**config.mk**
```make
export PLATFORM = sky130hd
export DESIGN_NAME = spfc_top
export DESIGN_NICKNAME = d
export VERILOG_FILES = /design/src/hdl/spfc_top.v
export VERILOG_INCLUDE_DIRS = /design/src /design/src/hdl
export SDC_FILE = /design/constraint.sdc
export NUM_CORES = 1
export LEC_CHECK = 0
export ABC_CLOCK_PERIOD_IN_PS = 4160
export BUFFER_PORTS_ARGS = -buffer_cell sky130_fd_sc_hd__buf_2
export CAP_MARGIN = 20
export CORE_ASPECT_RATIO = 1.75
export CORE_MARGIN = 1.5
export CORE_UTILIZATION = 45
export DETAILED_ROUTE_END_ITERATION = 16
export GPL_TIMING_DRIVEN = 0
export PLACE_DENSITY = 0.76
export SETUP_SLACK_MARGIN = 0.2
export SYNTH_ARGS = -nofsm -noshare
export SYNTH_HDL_FRONTEND = slang
export SYNTH_SLANG_ARGS = --single-unit
```
**constraint.sdc**
```tcl
create_clock -name mclk -period 4.16 [get_ports mclk]
set_input_delay 0.832 -clock mclk [delete_from_list [all_inputs] [get_ports mclk]]
set_output_delay 0.832 -clock mclk [all_outputs]
set_load 0.03 [all_outputs]
```
**src/hdl/spfc_map.vh**
```
`ifndef SPFC_MAP_VH
`define SPFC_MAP_VH
// Register byte addresses (AXI4-Lite, one word each)
`define SPFC_REG_CSR 8'h37
`define SPFC_REG_INDEX_CSR 8'h37
`define SPFC_ADDR_CSR 8'hdc
`define SPFC_ADDR_STAT 8'he0
// Control/status field positions
`define SPFC_B_EN 0
`define SPFC_B_ERASE 1
`define SPFC_B_WRITE 2
`define SPFC_B_FUSE 3
`define SPFC_B_RWRE 4
`define SPFC_B_SIG 5
`define SPFC_B_BUSY 6
`define SPFC_B_IE 7
`define SPFC_CSR_RESET 8'h00
// Timing: four-cycle window, three-cycle load window
`define SPFC_WINDOW 3'h4
`define SPFC_LOAD_WINDOW 3'h3
// Flash operation time in microseconds, min and max
`define SPFC_OP_MIN_US 3700
`define SPFC_OP_MAX_US 4500
`define SPFC_CLK_MHZ 200
`define SPFC_OSC_MHZ 8
`define SPFC_OSC_DIV 5'h19
// Responses
`define SPFC_RESP_OKAY 2'h0
`define SPFC_RESP_SLVERR 2'h2
`endif

```
**src/hdl/spfc_top.v**
```verilog
// Functional notes
// - Erase, page write and lock write last 3.7 to 4.5 ms, 8MHz timed.
// - System reset does not abort a running Flash write.
// - Ready interrupt requested while enable and global flag set, store_enable zero.
// - Busy flag sets on erase or write start; section then inaccessible.
// - Busy clears by read-enable after programming, or on page-buffer load.
// - Load within three cycles of signature+enable returns signature entry.
// - No re-enable while busy; read-enable during buffer load discards data.
// - Load within three cycles of fuse+enable returns lock or fuse by Z0.
// - Fuse access with enable: next store writes lock bits from R0.
// - Fuse access bit clears after lock write or four idle cycles.
// - Page write with enable: next store writes buffer to Z page.
// - Page write bit clears on completion or four idle cycles.
// - Page erase with enable: next store erases the Z page.
// - Page erase bit clears on completion or timeout; core halted meanwhile.
// - Store enable arms the store instruction for four cycles only.
// - Enable alone: store puts R1:R0 into buffer word at Z.
// - Enable clears after store or four cycles; held during erase/write.
// - All bits reset zero; busy flag read-only, others read-write.
// - EEPROM write in progress blocks programming and fuse/lock reads.
`include "spfc_map.vh"
`default_nettype none
module spfc_top #(
  parameter OP_CYCLES = 800000
) (
  input wire mclk,
  input wire reset,
  // AXI4-Lite slave
  input wire [7:0] s_axi_awaddr,
  input wire s_axi_awvalid,
  output wire s_axi_awready,
  input wire [31:0] s_axi_wdata,
  input wire [3:0] s_axi_wstrb,
  input wire s_axi_wvalid,
  output wire s_axi_wready,
  output reg [1:0] s_axi_bresp,
  output reg s_axi_bvalid,
  input wire s_axi_bready,
  input wire [7:0] s_axi_araddr,
  input wire s_axi_arvalid,
  output wire s_axi_arready,
  output reg [31:0] s_axi_rdata,
  output reg [1:0] s_axi_rresp,
  output reg s_axi_rvalid,
  input wire s_axi_rready,
  // Core side
  input wire store_to_program_instr,
  input wire load_from_program_instr,
  input wire global_irq_enable,
  input wire [15:0] z_pointer,
  input wire [15:0] r1_r0,
  input wire eeprom_write_busy,
  input wire [7:0] fuse_bits,
  input wire [7:0] lock_bits,
  input wire [7:0] signature_data,
  input wire sys_reset,
  output reg [7:0] load_data,
  output reg load_valid,
  output reg [15:0] buffer_word,
  output reg [15:0] buffer_addr,
  output reg buffer_we,
  output reg buffer_clear,
  output reg [15:0] page_addr,
  output reg [7:0] lock_wdata,
  output reg [2:0] op_kind,
  output wire cpu_halt,
  output wire rw_section_blocked,
  output wire store_ready_irq
);
  // Block overview
  // The core arms a command by writing the control byte over the bus,
  // then issues a store or load on its own strobe inside a short window.
  // Bit 0 is the arm bit; bits 1 to 5 pick what the armed store or load
  // does; bit 6 reports the busy section; bit 7 gates the ready request.

  // Command decode, in priority order:
  //   erase, page write and lock write start a timed operation
  //   section read enable clears the busy flag, emptying the buffer only if the flag was set
  //   signature select only changes what a load returns
  //   arm bit alone fills one buffer word from the core's operands

  // Window handling
  // The store window opens on the edge after the control write and
  // stays open for four edges; the load window for three. When the
  // store window runs out unused, every armed bit drops at once, so a
  // stale command can never be picked up by a later store.
  // A new control write with the arm bit set restarts both windows from the top; one with bit 0 clear closes them.
  // Control writes are refused while an operation runs; the arm bit
  // stays set for the whole operation, so software polls bit 0.

  // Timed operations
  // The length is counted in ticks of the 8MHz time base, made here by
  // dividing the system clock; the divider only runs while an
  // operation is in flight. The core is halted for the whole span,
  // which is simpler than tracking which section the page lies in.
  // Limitation: OP_CYCLES must be a multiple of the divide ratio, or
  // the span is cut short by the remainder.

  // Reset
  // Bus reset and the synchronised system reset act alike on the
  // sequencer. Neither stops an operation in flight: the sequencer, the
  // control byte and the busy flag keep going; bus reset alone also resets the bus side.

  // Page buffer
  // The buffer itself sits outside; this block only hands it words,
  // addresses and a clear strobe. A control write that sets the read
  // enable while words are loaded throws the buffer away.

  // Status word
  // A second bus word shows the loading flag, the synchronised
  // EEPROM busy level and the store window count, for software that
  // wants to see why a store was not taken.

  // Hazards
  // The EEPROM busy level and the global interrupt flag come from
  // other logic on unknown timing, so they pass two flops first; a
  // store that lands during that delay may still be taken.
  // A control write without the lowest byte lane enabled is ignored.

  // One-hot sequencer states
  localparam ST_IDLE = 2'b01;
  localparam ST_OP = 2'b10;

  // Operation length bounds in cycles
  localparam MIN_CYC = `SPFC_OP_MIN_US * `SPFC_CLK_MHZ;
  localparam MAX_CYC = `SPFC_OP_MAX_US * `SPFC_CLK_MHZ;

  reg [7:0] csr_q;
  reg [2:0] win_q;
  reg [2:0] ldwin_q;
  reg [1:0] state_q;
  reg [19:0] tick_q;
  reg [4:0] osc_q;
  reg loading_q;
  // Synchroniser flops for the levels from other logic
  reg eep_s1_q;
  reg eep_s2_q;
  reg gie_s1_q;
  reg gie_s2_q;
  reg srst_s1_q;
  reg srst_s2_q;

  reg aw_hold_q;
  reg w_hold_q;
  reg [7:0] aw_q;
  reg [31:0] w_q;
  reg [3:0] ws_q;

  // Shared check: a command byte means "armed with enable"
  function armed;
    input [7:0] c;
    input integer b;
    begin
      armed = c[`SPFC_B_EN] & c[b];
    end
  endfunction

  // Register decode, shared by the write and read paths
  function is_reg;
    input [7:0] a;
    input [7:0] r;
    begin
      is_reg = (a == r);
    end
  endfunction

  // Asynchronous status inputs pass two flops before use
  always @(posedge mclk) begin
    eep_s1_q <= eeprom_write_busy;
    eep_s2_q <= eep_s1_q;
    gie_s1_q <= global_irq_enable;
    gie_s2_q <= gie_s1_q;
    srst_s1_q <= sys_reset;
    srst_s2_q <= srst_s1_q;
  end

  // AXI write capture: address and data accepted in either order
  assign s_axi_awready = ~aw_hold_q & ~s_axi_bvalid;
  assign s_axi_wready = ~w_hold_q & ~s_axi_bvalid;
  wire wr_go = aw_hold_q & w_hold_q & ~s_axi_bvalid;
  wire csr_wr = wr_go & is_reg(aw_q, `SPFC_ADDR_CSR) & ws_q[0] &
                ~eep_s2_q;

  always @(posedge mclk) begin
    if (reset) begin
      aw_hold_q <= 1'b0;
      w_hold_q <= 1'b0;
      aw_q <= 8'h00;
      w_q <= 32'h0;
      ws_q <= 4'h0;
      s_axi_bvalid <= 1'b0;
      s_axi_bresp <= `SPFC_RESP_OKAY;
    end else begin
      if (s_axi_awvalid & s_axi_awready) begin
        aw_hold_q <= 1'b1;
        aw_q <= s_axi_awaddr;
      end
      if (s_axi_wvalid & s_axi_wready) begin
        w_hold_q <= 1'b1;
        w_q <= s_axi_wdata;
        ws_q <= s_axi_wstrb;
      end
      // Answer once both halves are held; only the control byte is mapped
      if (wr_go) begin
        aw_hold_q <= 1'b0;
        w_hold_q <= 1'b0;
        s_axi_bvalid <= 1'b1;
        s_axi_bresp <= is_reg(aw_q, `SPFC_ADDR_CSR) ? `SPFC_RESP_OKAY :
                       `SPFC_RESP_SLVERR;
      end else if (s_axi_bready) begin
        s_axi_bvalid <= 1'b0;
      end
    end
  end

  // AXI read: one-cycle answer; status word shows loading flag, EEPROM busy and window count
  assign s_axi_arready = ~s_axi_rvalid;
  always @(posedge mclk) begin
    if (reset) begin
      s_axi_rvalid <= 1'b0;
      s_axi_rdata <= 32'h0;
      s_axi_rresp <= `SPFC_RESP_OKAY;
    end else if (s_axi_arvalid & s_axi_arready) begin
      s_axi_rvalid <= 1'b1;
      s_axi_rresp <= `SPFC_RESP_OKAY;
      if (is_reg(s_axi_araddr, `SPFC_ADDR_CSR)) begin
        s_axi_rdata <= {24'h0, csr_q};
      end else if (is_reg(s_axi_araddr, `SPFC_ADDR_STAT)) begin
        s_axi_rdata <= {27'h0, loading_q, eep_s2_q, win_q};
      end else begin
        // Unmapped addresses answer with an error and zero data
        s_axi_rdata <= 32'h0;
        s_axi_rresp <= `SPFC_RESP_SLVERR;
      end
    end else if (s_axi_rready) begin
      s_axi_rvalid <= 1'b0;
    end
  end

  // Store taken only while the window is open and no operation runs
  wire win_open = (win_q != 3'h0) & (state_q == ST_IDLE);
  wire spm_go = store_to_program_instr & win_open & ~eep_s2_q;
  wire is_erase = armed(csr_q, `SPFC_B_ERASE);
  wire is_write = armed(csr_q, `SPFC_B_WRITE);
  wire is_fuse = armed(csr_q, `SPFC_B_FUSE);
  wire is_rwre = armed(csr_q, `SPFC_B_RWRE);
  wire is_sig = armed(csr_q, `SPFC_B_SIG);
  wire is_load = ~is_erase & ~is_write & ~is_fuse & ~is_rwre & ~is_sig;
  wire long_op = spm_go & (is_erase | is_write | is_fuse);
  wire op_done = (state_q == ST_OP) & (tick_q == 20'h0) &
                 (osc_q == 5'h0);
  // Operation length in 8MHz ticks; only the low bits are needed
  wire [31:0] op_ticks = OP_CYCLES / `SPFC_OSC_DIV;
  // Core-side system reset joins the bus reset, after its synchroniser
  wire rst_any = reset | srst_s2_q;

  // Control register, window counter and the operation sequencer.
  // The sequencer ignores both resets while an operation runs, so a write always finishes.
  always @(posedge mclk) begin
    // A running operation ignores reset so the write always completes;
    // an unknown state at power-up falls through to the reset arm
    if (~rst_any | (state_q == ST_OP)) begin
      buffer_we <= 1'b0;
      buffer_clear <= 1'b0;
      // Control write: arm the windows and keep the busy flag
      if (csr_wr & (state_q == ST_IDLE)) begin
        // Busy flag is read-only; window restarts next cycle
        csr_q <= {w_q[7], csr_q[6], w_q[5:0]};
        win_q <= w_q[0] ? `SPFC_WINDOW : 3'h0;
        ldwin_q <= w_q[0] ? `SPFC_LOAD_WINDOW : 3'h0;
        if (w_q[`SPFC_B_RWRE] & w_q[0] & loading_q) begin
          loading_q <= 1'b0;
          buffer_clear <= 1'b1;
        end
      end else if (spm_go) begin
        // Latch the page address now; the core may reuse Z at once
        win_q <= 3'h0;
        ldwin_q <= 3'h0;
        page_addr <= {z_pointer[15:1], 1'b0};
        if (long_op) begin
          // Long command: halt the core and start the time base
          state_q <= ST_OP;
          tick_q <= op_ticks[19:0] - 20'h1;
          osc_q <= `SPFC_OSC_DIV - 5'h1;
          op_kind <= {is_fuse, is_write, is_erase};
          lock_wdata <= r1_r0[7:0];
          if (is_erase | is_write) begin
            csr_q[`SPFC_B_BUSY] <= 1'b1;
          end
          if (is_write) begin
            loading_q <= 1'b0;
          end
        end else begin
          // Short command: done in this cycle, so all command bits drop
          csr_q[5:0] <= 6'h0;
          if (is_load) begin
            buffer_we <= 1'b1;
            buffer_word <= r1_r0;
            buffer_addr <= {z_pointer[15:1], 1'b0};
            loading_q <= 1'b1;
            csr_q[`SPFC_B_BUSY] <= 1'b0;
          end else if (is_rwre & ~csr_q[`SPFC_B_BUSY]) begin
            csr_q[`SPFC_B_BUSY] <= 1'b0;
          end else if (is_rwre) begin
            csr_q[`SPFC_B_BUSY] <= 1'b0;
            buffer_clear <= 1'b1;
          end
        end
      end else if (state_q == ST_OP) begin
        // Operation timed by divided 8MHz tick
        osc_q <= (osc_q == 5'h0) ? `SPFC_OSC_DIV - 5'h1 : osc_q - 5'h1;
        if (osc_q == 5'h0 && tick_q != 20'h0) begin
          tick_q <= tick_q - 20'h1;
        end
        if (op_done) begin
          state_q <= ST_IDLE;
          csr_q[5:0] <= 6'h0;
          op_kind <= 3'h0;
          if (op_kind[1]) begin
            buffer_clear <= 1'b1;
          end
        end
      end else if (win_q != 3'h0) begin
        // Idle window: count down, drop the command when it runs out
        win_q <= win_q - 3'h1;
        if (ldwin_q != 3'h0) begin
          ldwin_q <= ldwin_q - 3'h1;
        end
        if (win_q == 3'h1) begin
          csr_q[5:0] <= 6'h0;
        end
      end
    end else begin
      csr_q <= `SPFC_CSR_RESET;
      win_q <= 3'h0;
      ldwin_q <= 3'h0;
      state_q <= ST_IDLE;
      tick_q <= 20'h0;
      osc_q <= 5'h0;
      loading_q <= 1'b0;
      page_addr <= 16'h0;
      lock_wdata <= 8'h0;
      op_kind <= 3'h0;
      buffer_we <= 1'b0;
      buffer_clear <= 1'b0;
      buffer_word <= 16'h0;
      buffer_addr <= 16'h0;
    end
  end

  // Load answers: signature or fuse/lock within the three-cycle window
  always @(posedge mclk) begin
    if (reset) begin
      load_data <= 8'h0;
      load_valid <= 1'b0;
    end else begin
      load_valid <= 1'b0;
      // One cycle of data; the core captures it on the next edge
      if (load_from_program_instr & (ldwin_q != 3'h0) & ~eep_s2_q) begin
        if (is_sig) begin
          load_data <= signature_data;
          load_valid <= 1'b1;
        end else if (is_fuse) begin
          load_data <= z_pointer[0] ? fuse_bits : lock_bits;
          load_valid <= 1'b1;
        end
      end
    end
  end

  // Core halts for the whole timed operation
  assign cpu_halt = (state_q == ST_OP);
  // Busy flag drives the section block directly
  assign rw_section_blocked = csr_q[`SPFC_B_BUSY];
  // Level request, repeats as long as enable bit is clear
  assign store_ready_irq = csr_q[`SPFC_B_IE] & gie_s2_q &
                           ~csr_q[`SPFC_B_EN];
endmodule
`default_nettype wire

```
==> results.json <==
{
  "yosysSeqAreaShare_pct": 44.93,
  "dp.final_hpwl_um": 13240,
  "reg2reg_slack_ns": 1.44,
  "cts_sinks": 146,
  "gp_congestion": 0.8990,
  "post-route-min-period_ns": 2.861,
  "htreeDepth": 4,
  "final_common_cell": "buf_2",
  "cp_max_fo": 10,
  "tightest_slew_ns": 0.8721,
  "dieHeight_um": 162.1,
  "cp_slowest_stage_delay_ns": 0.63,
  "setup-violations-final": 0,
  "yosys.area_share.simple_pct": 21.93,
  "ios": 234,
  "grt.total_usage_pct": 22.69,
  "synthFlopType": "dfxtp_1",
  "grt_pass1_wl_um": 27160,
  "hold_buffers": 0,
  "worstPathArrival_ns": 3.15,
  "synth_cell_types": 70,
  "rows": 58,
  "core-area_um2": 14220,
  "hold_depth": 0,
  "relSlewSlack_pct": 41.51,
  "setup_tns_ns": 0,
  "synthArstFlopShare_pct": 0,
  "synth_fa_ha_area_share_pct": 1.731,
  "netlist_instances": 726,
  "status": "completed",
  "num_antenna_cells": 0,
  "via_per_inst": 5.293,
  "critPathSlowestCell": "nor4bb_1",
  "ctsResizeCount": 0,
  "grt_start_max_net_pins": 17,
  "drc": 0,
  "clk_latency_ns": 0.41,
  "critPathBufInv": 2,
  "start_util_pct": 45.73,
  "finalNonFillerCells": 1141,
  "finalMaxSlewViolations": 0,
  "final_util_pct": 58.16,
  "grt_antenna_before_repair": 0,
  "layout-drive-gt1-share_pct": 29.03,
  "postRouteAntennaNets": 0,
  "rsz0062_at_grt": "false",
  "drt-total-wl_um": 17390,
  "ys_ff_latch": 146,
  "wl_per_cell_um": 15.24,
  "path_clk_slew_ns": 0.06,
  "synth_top_family_by_area": "simple AND/OR/NAND/NOR gates",
  "min_path_type": "flip-flop to flip-flop",
  "reg2reg_depth": 6,
  "clk_path_buf_depth": 2,
  "cts_tree": "done",
  "cp_data_required_time_ns": 4.45,
  "root_buffer": "clkbuf_16",
  "die_x_um": 93.89,
  "cp-end-kind": "flip-flop",
  "yosys_warnings": 0,
  "die-area_um2": 15210,
  "period_share_pct": 68.77,
  "fin_skew_ns": 0.01360,
  "r2r_end": "buffer_addr[9]",
  "ir_drop_uv": 276.4,
  "path_cells": "buf_2 > nor4bb_1 > nand2_1 > nor3_2 > buf_2 > mux2i_1 > nor2_1",
  "grt_pass1_vias": 5591,
  "gr-total-overflow": 0,
  "drt-initial-drc-count": 317,
  "nets": 1077,
  "worst_path_dominant_cell_family": "simple AND/OR/NAND/NOR gates",
  "portBuffers": 176,
  "fmax_ghz": 0.3495,
  "worstSetupPathType": "input pin to flip-flop",
  "synth_compound_area_share_pct": 16.81,
  "firstDrtPassIters": 5,
  "synth.mux.area_fraction_pct": 7.309,
  "synth_edf_count": 0,
  "critPathLaunchType": "input pin",
  "dp.cells": 1109,
  "rr_startpoint": "state_q[0]",
  "cts_setup_buffers": 0,
  "p_per_area_nw_per_um2": 373.5,
  "hold-path-endpoint": "eep_s2_q",
  "cts_buffers": 17,
  "min_from": "eep_s1_q",
  "holdWs_ns": 0.3282,
  "synth-xor-area-share_pct": 0.2693,
  "num_vias": 6039,
  "drv_cap": 0,
  "syn-cell-area_um2": 6505,
  "crit_top_cell": "buf_2",
  "layout_common_cells": "buf_2 (184), dfxtp_1 (146), nand2_1 (103), nor2_1 (81), a21oi_1 (75)",
  "p_leak_nw": 3.573,
  "final-hold-violation-count": 0,
  "area_growth_pct": 27.18,
  "syn_area_per_cell_um2": 8.960
}
-- through the flow --
stage                     power (mW)  area (um^2)  setup slack [ns]
final                          3.090         8273             1.299
after global routing           3.190         8273             1.243
after CTS                      3.109         8273             1.329
after detailed placement       1.677         7712            0.9039
after global placement         1.676         7712            0.9770
after floorplan                1.599         6606             1.783
-- worst max-delay path by stage --
stage / from / endpoint / cells after the start
2_1_floorplan: store_to_program_instr / buffer_addr[8] / 6
3_3_place_gp: store_to_program_instr / buffer_addr[9] / 7
3_5_place_dp: store_to_program_instr / buffer_word[15] / 7
4_1_cts: store_to_program_instr / buffer_addr[9] / 7
5_1_grt: store_to_program_instr / buffer_addr[9] / 7
6_report: store_to_program_instr / buffer_addr[9] / 7
-- flip-flops by register name, summed over array words and instances (netlist names), 3 cells and up --
signal and flops:
load_data 8, tick_q 20, s_axi_rdata 8, buffer_word 16, ldwin_q 3, osc_q 5
aw_q 8, page_addr 15, csr_q 8, op_kind 3, win_q 3, w_q 7
lock_wdata 8, buffer_addr 15
-- cells by family after synthesis --
family                   after synthesis
AND/OR/NAND/NOR                      278
AO/OA/AOI/OAI                        163
flip-flops                           146
buffers and inverters                 80
multiplexers                          47
adder cells (fa/ha/maj)                9
XOR/XNOR                               2
other                                  1
-- worst reg2reg max path: stages, from the launching register on --
cell      delay [ns]
dfxtp_1         0.42
nor4bb_1        0.60
nand2_1         0.27
nor3_2          0.58
buf_2           0.43
mux2i_1         0.24
nor2_1          0.06
-- Yosys cell counts, types with 2 or more instances --
library cell / count / area share (%)
or4b_2: 2 / 0.31
o41ai_1: 4 / 0.54
nor4_2: 4 / 0.77
nand3_1: 11 / 0.85
nand3b_1: 5 / 0.58
nor2b_1: 4 / 0.38
buf_6: 3 / 0.52
nor4_4: 2 / 0.65
a41oi_1: 2 / 0.27
mux2_2: 4 / 0.69
or3_1: 7 / 0.67
a22oi_1: 4 / 0.46
a22o_1: 6 / 0.81
nand4bb_1: 2 / 0.35
inv_1: 16 / 0.92
a32o_1: 3 / 0.46
a31oi_1: 12 / 1.2
o21a_1: 3 / 0.35
nand2b_1: 9 / 0.87
o21ai_0: 13 / 1.0
nor2_1: 81 / 4.7
dfxtp_1: 146 / 45
and2_1: 3 / 0.29
a21oi_1: 75 / 5.8
ha_1: 9 / 1.7
or2_2: 2 / 0.19
nand4_1: 3 / 0.29
buf_1: 4 / 0.23
nand2_1: 103 / 5.9
buf_4: 32 / 3.7
mux2i_1: 43 / 6.6
nand4b_1: 3 / 0.40
xnor2_1: 2 / 0.27
or4_1: 9 / 1.0
nor3_1: 12 / 0.92
a311oi_1: 4 / 0.54
clkbuf_1: 16 / 0.92
and3_1: 3 / 0.29
nor4_1: 2 / 0.19
nand4b_2: 2 / 0.46
a211oi_1: 11 / 1.3
o31ai_1: 10 / 1.2
buf_2: 8 / 0.62
-- report_power, final --
part	internal [mW]	switching, mW
Combinational	0.0831	0.133
Clock	0.798	0.645
Sequential	1.42	0.0130
Total	2.30	0.792
-- layer usage --
layer	part of all wire [%]	vias to the layer above	track usage (%)
li1	-	2964	-
met5	0	-	0
met1	36	2830	23.01
met4	5.0	0	13.91
met3	4.2	54	4.213
met2	55	191	41.73
-- layout make-up --
type,count,area (um^2)
buffer,63,389.1
clock buffer,18,439.2
clock inverter,14,121.4
fill,1383,5951
inverter,17,63.81
multi-input combinational,527,3231
sequential,146,2923
tap,180,225.2
timing repair buffer,176,880.8
Note: power is estimated with default switching activity, not from simulation.
